File: src/hdl/dram_seq_pkg.sv
// constants, types and cycle codes for the dram refresh/init sequencer
// assumes a single 20 MHz clock domain with synchronous active-low reset
//
// What this block does
// - cycle timer primary phase period 110 ns
// - secondary phase same period, 60 ns later
// - timer runs only during granted cycles
// - unprotected, correction off: no-correct routine
// - routine start from combined select inputs
// - one routine step per timer pulse
// - power low blocks access, refresh continues
// - battery backup: ras from refresh tick
// - refresh request every 13.3 us, latched
// - all 128 rows within two milliseconds
// - refresh and access mutually wait
// - two 8-bit counters, row steps 128
// - init writes zero data, checks 001100
// - init covers 64K, all strobes together
// - init blocks access; tick per location
// - write enable precedes cas; read cas only
// - 16 address bits, row half then column
// - extra ras-only cycles at power up
// - stored word is 16 data plus 6 check
// - input latch enable captures 16 data bits
// - refresh and init strobe all eight banks
// - six check bits generated per write
`default_nettype none
package dram_seq_pkg;
  localparam int unsigned CLK_PERIOD_NS = 50;
  localparam int unsigned PRIMARY_PERIOD_NS = 110;
  localparam int unsigned SECONDARY_OFFSET_NS = 60;
  localparam int unsigned REFRESH_PERIOD_NS = 13300;
  // least times round up, never below one cycle
  localparam int unsigned STEP_CYCLES =
    (PRIMARY_PERIOD_NS + CLK_PERIOD_NS - 1) / CLK_PERIOD_NS;
  localparam int unsigned SEC_CYCLES =
    (SECONDARY_OFFSET_NS + CLK_PERIOD_NS - 1) / CLK_PERIOD_NS;
  localparam int unsigned REFRESH_CYCLES = REFRESH_PERIOD_NS / CLK_PERIOD_NS;
  localparam int unsigned ROW_COUNT = 128;
  localparam int unsigned WAKE_CYCLES = 8;
  localparam int unsigned DATA_W = 16;
  localparam int unsigned CHECK_W = 6;
  localparam int unsigned WORD_W = DATA_W + CHECK_W;
  localparam int unsigned ADDR_HALF_W = 8;
  localparam int unsigned BANK_N = 8;
  localparam logic [5:0] INIT_CHECK = 6'h0c;
  localparam logic [15:0] INIT_DATA = 16'h0000;
  localparam logic [2:0] STEP_LAST = 3'h5;

  // routine codes formed from the selection inputs
  typedef enum logic [2:0] {
    RT_IDLE = 3'b000,
    RT_REFRESH = 3'b001,
    RT_INIT = 3'b010,
    RT_WAKE = 3'b011,
    RT_READ_CORR = 3'b100,
    RT_READ_RAW = 3'b101,
    RT_WRITE = 3'b110,
    RT_REG = 3'b111
  } routine_e;

  typedef struct packed {
    logic [ADDR_HALF_W-1:0] addr;
    logic [BANK_N-1:0] ras_n;
    logic cas_n;
    logic we_n;
  } array_ctl_s;

  typedef struct packed {
    logic req;
    logic write;
    logic protected_region;
    logic correct_off;
    logic [2:0] bank;
    logic [15:0] addr;
  } access_req_s;

  function automatic logic [CHECK_W-1:0] check_gen(input logic [DATA_W-1:0] d);
    logic [CHECK_W-1:0] c;
    // msb first: cx c0 c1 c2 c4 c8, so a zero word gives INIT_CHECK
    c[5] = ^(d & 16'h4b2e);
    c[4] = ^(d & 16'h1557);
    c[3] = ~^(d & 16'ha699);
    c[2] = ~^(d & 16'h38e3);
    c[1] = ^(d & 16'hc0fc);
    c[0] = ^(d & 16'hff00);
    return c;
  endfunction
endpackage
`default_nettype wire

File: src/hdl/dram_refresh_init_sequencer.sv
// refresh, init and access sequencer for a 22-bit dram array
// assumes the bus side holds access_i stable until done_o pulses
`default_nettype none
module dram_refresh_init_sequencer
  import dram_seq_pkg::*;
#(
  parameter int unsigned REFRESH_DIV = REFRESH_CYCLES,
  parameter int unsigned WAKE_N = WAKE_CYCLES
) (
  input wire logic clk_i,
  input wire logic resetn_i,
  input wire access_req_s access_i,
  input wire logic reg_req_i,
  input wire logic init_start_i,
  input wire logic power_low_n_i,
  input wire logic battery_i,
  input wire logic [DATA_W-1:0] data_in_i,
  input wire logic [CHECK_W-1:0] check_in_i,
  output array_ctl_s array_o,
  output logic [DATA_W-1:0] data_out_o,
  output logic [CHECK_W-1:0] check_out_o,
  output logic data_oe_o,
  output logic input_latch_enable_o,
  output logic [2:0] cycle_type_selector_o,
  output logic busy_o,
  output logic init_busy_o,
  output logic done_o
);
  logic [12:0] tick_cnt_q;
  logic tick;
  logic refresh_pend_q;
  logic init_pend_q;
  logic init_active_q;
  logic [7:0] row_cnt_q;
  logic [7:0] col_cnt_q;
  logic [3:0] wake_cnt_q;
  routine_e rt_q;
  routine_e rt_d;
  logic [2:0] step_q;
  logic primary;
  logic secondary;
  logic running;
  logic start;
  logic last_step;
  logic access_ok;
  logic broadcast;
  array_ctl_s ctl_q;
  array_ctl_s ctl_d;
  logic [DATA_W-1:0] latch_q;
  logic [CHECK_W-1:0] check_q;
  logic done_q;
  logic [BANK_N-1:0] bank_sel;
  logic row_phase;
  logic col_phase;
  logic ras_on;
  logic cas_win;

  assign tick = (tick_cnt_q == 13'(REFRESH_DIV - 1));
  always_ff @(posedge clk_i) begin
    if (!resetn_i) begin
      tick_cnt_q <= 13'h0;
    end else begin
      tick_cnt_q <= tick ? 13'h0 : tick_cnt_q + 13'h1;
    end
  end

  assign running = (rt_q != RT_IDLE);
  assign access_ok = power_low_n_i && !init_active_q && !battery_i;
  always_comb begin
    rt_d = RT_IDLE;
    if (wake_cnt_q != 4'h0) begin
      rt_d = RT_WAKE;
    end else if (refresh_pend_q && !init_active_q) begin
      rt_d = RT_REFRESH;
    end else if (init_pend_q) begin
      rt_d = RT_INIT;
    end else if (access_ok && reg_req_i) begin
      rt_d = RT_REG;
    end else if (access_ok && access_i.req) begin
      if (access_i.write) begin
        rt_d = RT_WRITE;
      end else if (!access_i.protected_region && access_i.correct_off) begin
        rt_d = RT_READ_RAW;
      end else begin
        rt_d = RT_READ_CORR;
      end
    end
  end
  assign start = !running && (rt_d != RT_IDLE);
  assign last_step = primary && (step_q == STEP_LAST);

  always_ff @(posedge clk_i) begin
    if (!resetn_i) begin
      rt_q <= RT_IDLE;
      step_q <= 3'h0;
    end else if (start) begin
      rt_q <= rt_d;
      step_q <= 3'h0;
    end else if (last_step) begin
      rt_q <= RT_IDLE;
      step_q <= 3'h0;
    end else if (primary) begin
      step_q <= step_q + 3'h1;
    end
  end

  cycle_timer u_timer (
    .clk_i(clk_i),
    .resetn_i(resetn_i),
    .run_i(running),
    .primary_o(primary),
    .secondary_o(secondary)
  );

  always_ff @(posedge clk_i) begin
    if (!resetn_i) begin
      refresh_pend_q <= 1'b0;
      init_pend_q <= 1'b0;
      init_active_q <= 1'b0;
      wake_cnt_q <= 4'h0;
    end else begin
      // set beats clear, held till start
      // during init a tick asks next location
      refresh_pend_q <= (tick && !init_active_q) ||
                        (refresh_pend_q && !(start && rt_d == RT_REFRESH));
      init_pend_q <= (tick && init_active_q) ||
                     (init_pend_q && !(start && rt_d == RT_INIT));
      if (init_start_i && !init_active_q) begin
        init_active_q <= 1'b1;
      end else if (last_step && rt_q == RT_INIT && row_cnt_q == 8'hff
                   && col_cnt_q == 8'hff) begin
        init_active_q <= 1'b0;
      end
      if (!done_q && wake_cnt_q == 4'h0 && rt_q == RT_IDLE && step_q == 3'h0
          && tick_cnt_q == 13'h0 && row_cnt_q == 8'h0 && !init_active_q) begin
        wake_cnt_q <= 4'(WAKE_N);
      end else if (last_step && rt_q == RT_WAKE && wake_cnt_q != 4'h0) begin
        wake_cnt_q <= wake_cnt_q - 4'h1;
      end
    end
  end

  // row counter steps 128 on refresh
  // row and column together cover 64K
  always_ff @(posedge clk_i) begin
    if (!resetn_i) begin
      row_cnt_q <= 8'h0;
      col_cnt_q <= 8'h0;
    end else if (last_step && (rt_q == RT_REFRESH || rt_q == RT_WAKE)) begin
      row_cnt_q <= (row_cnt_q == 8'(ROW_COUNT - 1)) ? 8'h0 : row_cnt_q + 8'h1;
    end else if (last_step && rt_q == RT_INIT) begin
      row_cnt_q <= row_cnt_q + 8'h1;
      if (row_cnt_q == 8'hff) begin
        col_cnt_q <= col_cnt_q + 8'h1;
      end
    end
  end

  // refresh, wake and init hit every bank
  assign broadcast = (rt_q == RT_REFRESH) || (rt_q == RT_INIT) || (rt_q == RT_WAKE);
  assign bank_sel = broadcast ? {BANK_N{1'b1}} : 8'(1 << access_i.bank);
  assign row_phase = running && step_q < 3'h2;
  assign col_phase = running && step_q >= 3'h2 && step_q < 3'h5;
  // battery backup takes ras from tick
  assign ras_on = battery_i ? (rt_q == RT_REFRESH && running) :
                  (running && step_q >= 3'h1 && step_q < 3'h5);
  // cas opens on the secondary phase of step 3 and stays low through step 4;
  // a gap inside the window would give a second write strobe
  assign cas_win = (step_q == 3'h3 && (secondary || primary)) || step_q == 3'h4;
  always_comb begin
    ctl_d = ctl_q;
    ctl_d.ras_n = ras_on ? ~bank_sel : {BANK_N{1'b1}};
    if (!battery_i) begin
      if (broadcast) begin
        ctl_d.addr = row_phase ? row_cnt_q : col_cnt_q;
      end else begin
        ctl_d.addr = row_phase ? access_i.addr[7:0] : access_i.addr[15:8];
      end
      ctl_d.we_n = !((rt_q == RT_WRITE || rt_q == RT_INIT) && step_q >= 3'h2
                     && step_q < 3'h5);
      ctl_d.cas_n = !(col_phase && cas_win &&
                      rt_q != RT_REFRESH && rt_q != RT_WAKE);
    end
  end

  always_ff @(posedge clk_i) begin
    if (!resetn_i) begin
      ctl_q <= '{addr: 8'h0, ras_n: {BANK_N{1'b1}}, cas_n: 1'b1, we_n: 1'b1};
      latch_q <= 16'h0;
      check_q <= 6'h0;
      done_q <= 1'b0;
    end else begin
      ctl_q <= ctl_d;
      if (input_latch_enable_o) begin
        latch_q <= data_in_i;
        check_q <= (rt_q == RT_WRITE) ? check_gen(data_in_i) : check_in_i;
      end else if (rt_q == RT_INIT) begin
        latch_q <= INIT_DATA;
        check_q <= INIT_CHECK;
      end
      done_q <= done_q || (last_step && rt_q == RT_WAKE && wake_cnt_q == 4'h1);
    end
  end

  // 16 data plus 6 check stored
  // reads latch once cas has data up
  assign input_latch_enable_o = running && primary &&
                                ((rt_q == RT_WRITE && step_q == 3'h1) ||
                                 ((rt_q == RT_READ_CORR || rt_q == RT_READ_RAW) &&
                                  step_q == 3'h4));
  assign array_o = ctl_q;
  assign data_out_o = latch_q;
  assign check_out_o = check_q;
  assign data_oe_o = !ctl_q.we_n;
  assign cycle_type_selector_o = rt_q;
  assign busy_o = running;
  assign init_busy_o = init_active_q;
  assign done_o = last_step && (rt_q == RT_READ_CORR || rt_q == RT_READ_RAW ||
                                rt_q == RT_WRITE || rt_q == RT_REG);
endmodule
`default_nettype wire

File: src/hdl/cycle_timer.sv
// gated two-phase step timer for the sequencer
// assumes clk_i at 20 MHz, synchronous active-low reset
`default_nettype none
module cycle_timer
  import dram_seq_pkg::*;
#(
  parameter int unsigned PERIOD = STEP_CYCLES,
  parameter int unsigned OFFSET = SEC_CYCLES
) (
  input wire logic clk_i,
  input wire logic resetn_i,
  input wire logic run_i,
  output logic primary_o,
  output logic secondary_o
);
  logic [3:0] cnt_q;
  logic [3:0] cnt_d;
  logic primary_q;
  logic secondary_q;
  assign cnt_d = !run_i ? 4'h0 :
                 (cnt_q == 4'(PERIOD - 1)) ? 4'h0 : cnt_q + 4'h1;
  always_ff @(posedge clk_i) begin
    if (!resetn_i) begin
      cnt_q <= 4'h0;
      primary_q <= 1'b0;
      secondary_q <= 1'b0;
    end else begin
      cnt_q <= cnt_d;
      primary_q <= run_i && (cnt_q == 4'(PERIOD - 1));
      secondary_q <= run_i && (cnt_q == 4'(OFFSET - 1));
    end
  end
  assign primary_o = primary_q;
  assign secondary_o = secondary_q;
endmodule
`default_nettype wire

File: config.mk
export PLATFORM = sky130hd
export DESIGN_NAME = dram_refresh_init_sequencer
export DESIGN_NICKNAME = d
export VERILOG_FILES = /design/src/hdl/dram_seq_pkg.sv /design/src/hdl/dram_refresh_init_sequencer.sv /design/src/hdl/cycle_timer.sv
export SDC_FILE = /design/constraint.sdc
export NUM_CORES = 1
export LEC_CHECK = 0
export ABC_AREA = 1
export BUFFER_PORTS_ARGS = -buffer_cell sky130_fd_sc_hd__buf_2
export CAP_MARGIN = 25
export CORE_MARGIN = 2
export CORE_UTILIZATION = 55
export DETAILED_ROUTE_END_ITERATION = 10
export GPL_TIMING_DRIVEN = 0
export PLACE_DENSITY_LB_ADDON = 0.2
export REMOVE_ABC_BUFFERS = 1
export SLEW_MARGIN = 20
export SYNTH_ARGS = -nofsm -noshare
export SYNTH_HDL_FRONTEND = slang
export SYNTH_SLANG_ARGS = --single-unit
File: constraint.sdc
create_clock -name clk_i -period 3.2 [get_ports clk_i]
set_clock_uncertainty 0.1 [all_clocks]
set_input_delay 0 -clock clk_i [delete_from_list [all_inputs] [get_ports clk_i]]
set_output_delay 0 -clock clk_i [all_outputs]
set_load 0.01 [all_outputs]
== After elaboration in Yosys (flattened, before gate mapping) ==
Cells that the tools add are included.

* Bits in registers: 89
* Bits in latches: 0
* RAM bits: 0
* ROM bits: 0
* Bits of input ports: 51
* Output and inout bits: 48
* Word-level logic and storage cells: 178
* Memories kept: 0

* Add/subtract/negate cells: 6
* $mul: 0
* Divide/modulo/power cells: 0
* $lt $le $gt $ge: 4
* Eq/ne operators: 22
* Shift operators: 1
* Multiplexer cells: 26
* Bitwise gates (word level): 4
* Reduce and logical (&&, ||, !) cells: 95

{| class="wikitable"
|+ Operators by type and width
! operator !! count
|-
| parity 16 bit || 4
|-
| 2-to-1 mux 8 bit || 7
|-
| logical AND 1 bit || 47
|-
| 2-to-1 mux 16 bit || 2
|-
| XNOR reduction 16 bit || 2
|-
| 2-to-1 mux 3 bit || 7
|-
| == test 3 bit, second input constant || 6
|-
| 2-to-1 mux 6 bit || 3
|-
| adder 8 x 1 -> 8 bit, second input constant || 2
|-
| == test 8 bit, second input constant || 2
|-
| adder 13 x 1 -> 13 bit, second input constant || 1
|-
| == test 13 x 9 -> 1 bit, second input constant || 1
|-
| logical NOT 13 bit || 1
|-
| logical OR 1 bit || 13
|-
| == test 3 x 2 -> 1 bit, second input constant || 4
|-
| logical NOT 1 bit || 10
|-
| nonzero test 2 bit || 5
|-
| == test 3 x 1 -> 1 bit, second input constant || 3
|-
| == test 4 x 1 -> 1 bit, second input constant || 2
|-
| == test 8 x 7 -> 1 bit, second input constant || 1
|-
| logical NOT 8 bit || 1
|-
| 2-to-1 mux 4 bit || 2
|-
| inverter 8 bit || 1
|-
| << shifter 1 x 3 -> 8 bit, first input constant || 1
|-
| other kinds (21) || 30
|}

== Depth between registers and ports, before layout ==
* Depth in word-level cells: 15
* Mapped depth: 11
* Depth with buffers taken out: 11

== Modules after synthesis ==
A second synthesis with hierarchy kept.

* Cells, all modules: 692
* Area, all modules: 4803.4 um^2

{| class="wikitable"
|+ By module, submodules not included
! module !! times used !! cells each !! area each (um^2) !! sequential area each (um^2)
|-
| dram_refresh_init_sequencer || 1 || 663 || 4551.9 || 1661.6
|-
| cycle_timer || 1 || 29 || 251.5 || 120.1
|}

== Least setup slack after synthesis ==
Ideal clock, no wire load.

* Kind: reg2reg
* Start: register step_q[0]
* End: register col_cnt_q[5]
* Setup time: 0.117 ns
* Arrival time: 1.420 ns
* Required time: 2.983 ns
* Slack: 1.563 ns
* Stages on the path, launching flop included: 9
* Buffers on the path: 0
* Clock period less this slack: 1.637 ns
* Path through: dfxtp_1 > ha_1 > nand3_4 > nor2_2 > nand3_4 > nor2_1 > nand2_1 > o21ai_1 > a21oi_1

* Cells in the longest elaborated chain, start to end: 5
* Elaborated cells between the ends (all ways): 6
* Those cells by class: eq/ne (1); bitwise (1); reduce/logical (4)

{| class="wikitable"
|+ Ends and longest elaborated chain
! element !! line !! text
|-
| start, declared || dram_refresh_init_sequencer.sv:39 || <nowiki>logic [2:0] step_q;</nowiki>
|-
| start signal, assigned || dram_refresh_init_sequencer.sv:103 || <nowiki>step_q <= step_q + 3'h1;</nowiki>
|-
| == test 3 bit (*) || dram_refresh_init_sequencer.sv:90 || <nowiki>assign last_step = primary && (step_q == STEP_LAST);</nowiki>
|-
| logical AND 1 bit (*) || dram_refresh_init_sequencer.sv:90 ||
|-
| logical AND 1 bit || dram_refresh_init_sequencer.sv:149 || <nowiki>end else if (last_step && (rt_q == RT_REFRESH || rt_q == RT_WAKE)) begin</nowiki>
|-
| inverter 1 bit (no line) || - ||
|-
| AND reduction 3 bit (no line) (*) || - ||
|-
| end signal, assigned || dram_refresh_init_sequencer.sv:154 || <nowiki>col_cnt_q <= col_cnt_q + 8'h1;</nowiki>
|-
| end, declared || dram_refresh_init_sequencer.sv:35 || <nowiki>logic [7:0] col_cnt_q;</nowiki>
|}

Mark *: on every way between the ends. The rest lies on a longest branch, timed or not.
A chain may end at the register's enable or synchronous reset.

== Final worst setup path ==
* Start: register rt_q[0], in the netlist cycle_type_selector_o[0]
* End: register ctl_q, in the netlist array_o[10]

* Cells in the longest elaborated chain, start to end: 4
* Elaborated cells between the ends (all ways): 10
* Those cells by class: eq/ne (3); mux (3); reduce/logical (4)

{| class="wikitable"
|+ Ends and longest elaborated chain
! element !! line !! text
|-
| start, declared || dram_refresh_init_sequencer.sv:37 || <nowiki>routine_e rt_q;</nowiki>
|-
| start signal, assigned || dram_refresh_init_sequencer.sv:97 || <nowiki>rt_q <= rt_d;</nowiki>
|-
| nonzero test 3 bit (tied with other cells) || dram_refresh_init_sequencer.sv:67 || <nowiki>assign running = (rt_q != RT_IDLE);</nowiki>
|-
| logical AND 1 bit / logical OR 1 bit (equally long branches) || dram_refresh_init_sequencer.sv:162, dram_refresh_init_sequencer.sv:160 ||
|-
| 2-to-1 mux 8 bit (tied with other cells) || dram_refresh_init_sequencer.sv:177 || <nowiki>ctl_d.addr = row_phase ? access_i.addr[7:0] : access_i.addr[15:8];</nowiki>
|-
| 2-to-1 mux 8 bit (*) || dram_refresh_init_sequencer.sv:174 || <nowiki>if (broadcast) begin</nowiki>
|-
| end signal, assigned || dram_refresh_init_sequencer.sv:188 || <nowiki>ctl_q <= '{addr: 8'h0, ras_n: {BANK_N{1'b1}}, cas_n: 1'b1, we_n: 1'b1};</nowiki>
|-
| end signal, assigned || dram_refresh_init_sequencer.sv:193 || <nowiki>ctl_q <= ctl_d;</nowiki>
|-
| end, declared || dram_refresh_init_sequencer.sv:47 || <nowiki>array_ctl_s ctl_q;</nowiki>
|}

Marked as above.

==> impl_metrics.json <==
{
  "outcome": "finished, final reports clean",
  "critical_path_class": "reg -> reg",
  "die_w_um": 98.3,
  "p_leak_nw": 2.69,
  "grt_overflow": 0,
  "switching_share": 0.329,
  "ys_ff_latch": 89,
  "routedWlPerCell_um": 13.0,
  "fin_util": 0.700,
  "nNetsFinal": 886,
  "combPwrFrac": 0.287,
  "synth_cells": 680,
  "numCtsBuffers": 9,
  "timing.fmax_mhz": 423,
  "n_antenna_cell": 0,
  "fin_tns_setup_ps": 0,
  "endpoint_kind": "register",
  "gp_congestion": 0.860,
  "cts_root_buf": "clkbuf_8",
  "worst_pin_slew_ps": 767,
  "drt_iter0_drc": 241,
  "grt_first_pass_wirelength_mm": 20.0,
  "ys_types": 44,
  "clkSinkCount": 89,
  "grt_pass1_vias": 4426,
  "viasPerCell": 5.19,
  "cts_resized": 0,
  "ir_drop_v": 0.000277,
  "antenna_left": 0,
  "relSlewSlack": 0.488,
  "cts_setup_buffers": 0,
  "cp-start-kind": "register",
  "start_util": 0.563,
  "htreeDepth": 3,
  "synth-seq-area-share": 0.365,
  "synth_area_sq_um": 4890,
  "antenna_found_initial": 0,
  "drv_cap": 0,
  "synth-async-reset-ratio": 0,
  "clock_path_buffers": 2,
  "seqPwrFrac": 0.423,
  "num_vias": 4833,
  "layout_min_cycle_time_ps": 2370,
  "drc": 0,
  "slew_viol_final": 0,
  "ys.flop_type": "dfxtp_1",
  "setup_viol": 0,
  "core-area_sq_um": 8680,
  "critPathArrivalTime_ps": 2550,
  "cts_tree": "done",
  "hold_viol_final": 0,
  "placementRows": 34,
  "wl_mm": 12.1,
  "grt_usage": 0.251,
  "place_ws_ps": 1210,
  "die_y_um": 98.3,
  "final_common_cell": "nand2_1",
  "synth_edf_count": 0,
  "p_int_mw": 1.91,
  "hpwl_mm": 8.48,
  "insertion_delay_ps": 360,
  "grt_max_degree": 34,
  "hold_buffers": 44,
  "synth.avg_cell_area_sq_um": 7.19,
  "timing.final.crit_share": 0.739,
  "clockPowerShare": 0.290,
  "final_cell_mix": "nand2_1, buf_2, dfxtp_1",
  "ios": 99,
  "io_buffers": 98,
  "crit_path_max_fanout": 18,
  "die-area_sq_um": 9650,
  "setup_slack_ps": 835,
  "clk_pin_slew_ps": 90,
  "n_fill_cell": 733,
  "min_path_type": "in -> reg",
  "yosysWarnings": 0,
  "required_ps": 3380,
  "dr.pass1.iters": 6,
  "worst_hold_slack_ps": 22.9,
  "power.density_nw_per_um2": 469,
  "p_sw_uw": 935,
  "rsz0062_at_grt": "false",
  "area_growth_pct": 24.3,
  "drive_above_1_share": 0.209
}
[worst max-delay path, stage by stage (launching register included)]
cell	delay (ps)
dfxtp_1	410
nor2_2	190
inv_2	60
nand2_4	190
clkinv_1	340
nor2_1	220
o21ai_1	80
dlygate4sd3_1	560
a31oi_1	150
[power groups by stage]
stage          logic (mW)  clock network [mW]  registers (mW)
3_5_place_dp        0.681                   0            1.23
2_1_floorplan       0.449                   0            1.24
3_3_place_gp        0.663                   0            1.22
6_report            0.817               0.825            1.20
4_1_cts             0.803               0.835            1.20
5_1_grt             0.911               0.882            1.21
[stage by stage]
step,std cells,instance area [sq um],power (mW)
floorplan,666,4790,1.69
global placement,872,5420,1.89
detailed placement,872,5420,1.91
CTS,932,6070,2.84
global route,932,6070,3.00
finish,932,6070,2.85
[cell families after synthesis]
| kind of cell | count (synthesis) | synth area share |
|---|---|---|
| xor+xnor | 32 | 0.0574 |
| compound gates | 116 | 0.138 |
| flops | 89 | 0.365 |
| simple gates | 320 | 0.307 |
| fa+ha+maj | 16 | 0.0410 |
| buf+inv | 107 | 0.0919 |
[cell type report]
type                            count  area, sq um  area share
Multi-Input combinational cell    484         2660       0.437
Sequential cell                    89         1780       0.293
Timing Repair Buffer              142          931       0.153
Inverter                           93          354      0.0583
Clock buffer                       12          165      0.0272
Tap cell                          108          135      0.0223
Clock inverter                      4         50.0     0.00824
[state kept, by name (all words and copies together) (netlist names)]
name	cells
cycle_type_selector_o	3
init_pend_q	1
u_timer.cnt_q	4
col_cnt_q	8
check_out_o	6
done_q	1
tick_cnt_q	13
u_timer.primary_o	1
row_cnt_q	8
init_busy_o	1
array_o	18
wake_cnt_q	4
u_timer.secondary_o	1
step_q	3
refresh_pend_q	1
data_out_o	16
[Yosys cell counts, types with 13 or more instances]
cell type | count | share of area
nand2_1 | 144 | 0.11
dfxtp_1 | 89 | 0.36
inv_1 | 83 | 0.064
nor2_1 | 72 | 0.055
a21oi_1 | 41 | 0.042
nand3_1 | 34 | 0.035
o21ai_0 | 32 | 0.033
xor2_1 | 19 | 0.034
ha_1 | 16 | 0.041
nand2_2 | 14 | 0.018
o21ai_1 | 14 | 0.014
xnor2_1 | 13 | 0.023
[path summary, 6_finish.rpt]
path	from	cells after the start	endpoint	slack [ps]
max	cycle_type_selector_o[0]	8	array_o[10]	830
min	access_i[22]	5	cycle_type_selector_o[2]	20
max reg2reg	cycle_type_selector_o[0]	8	array_o[10]	830
min reg2reg	data_out_o[6]	2	data_out_o[6]	360
[per-layer routing]
metal / up-vias / GRT usage / part of all wire / routed length, um
met5: - / 0 / 0 / 0
met4: 0 / 0.0854 / 0.013 / 161
met3: 19 / 0.0315 / 0.046 / 562
met2: 120 / 0.430 / 0.49 / 5920
met1: 2230 / 0.329 / 0.45 / 5460
li1: 2464 / - / - / -
(Power assumes the default switching activity.)
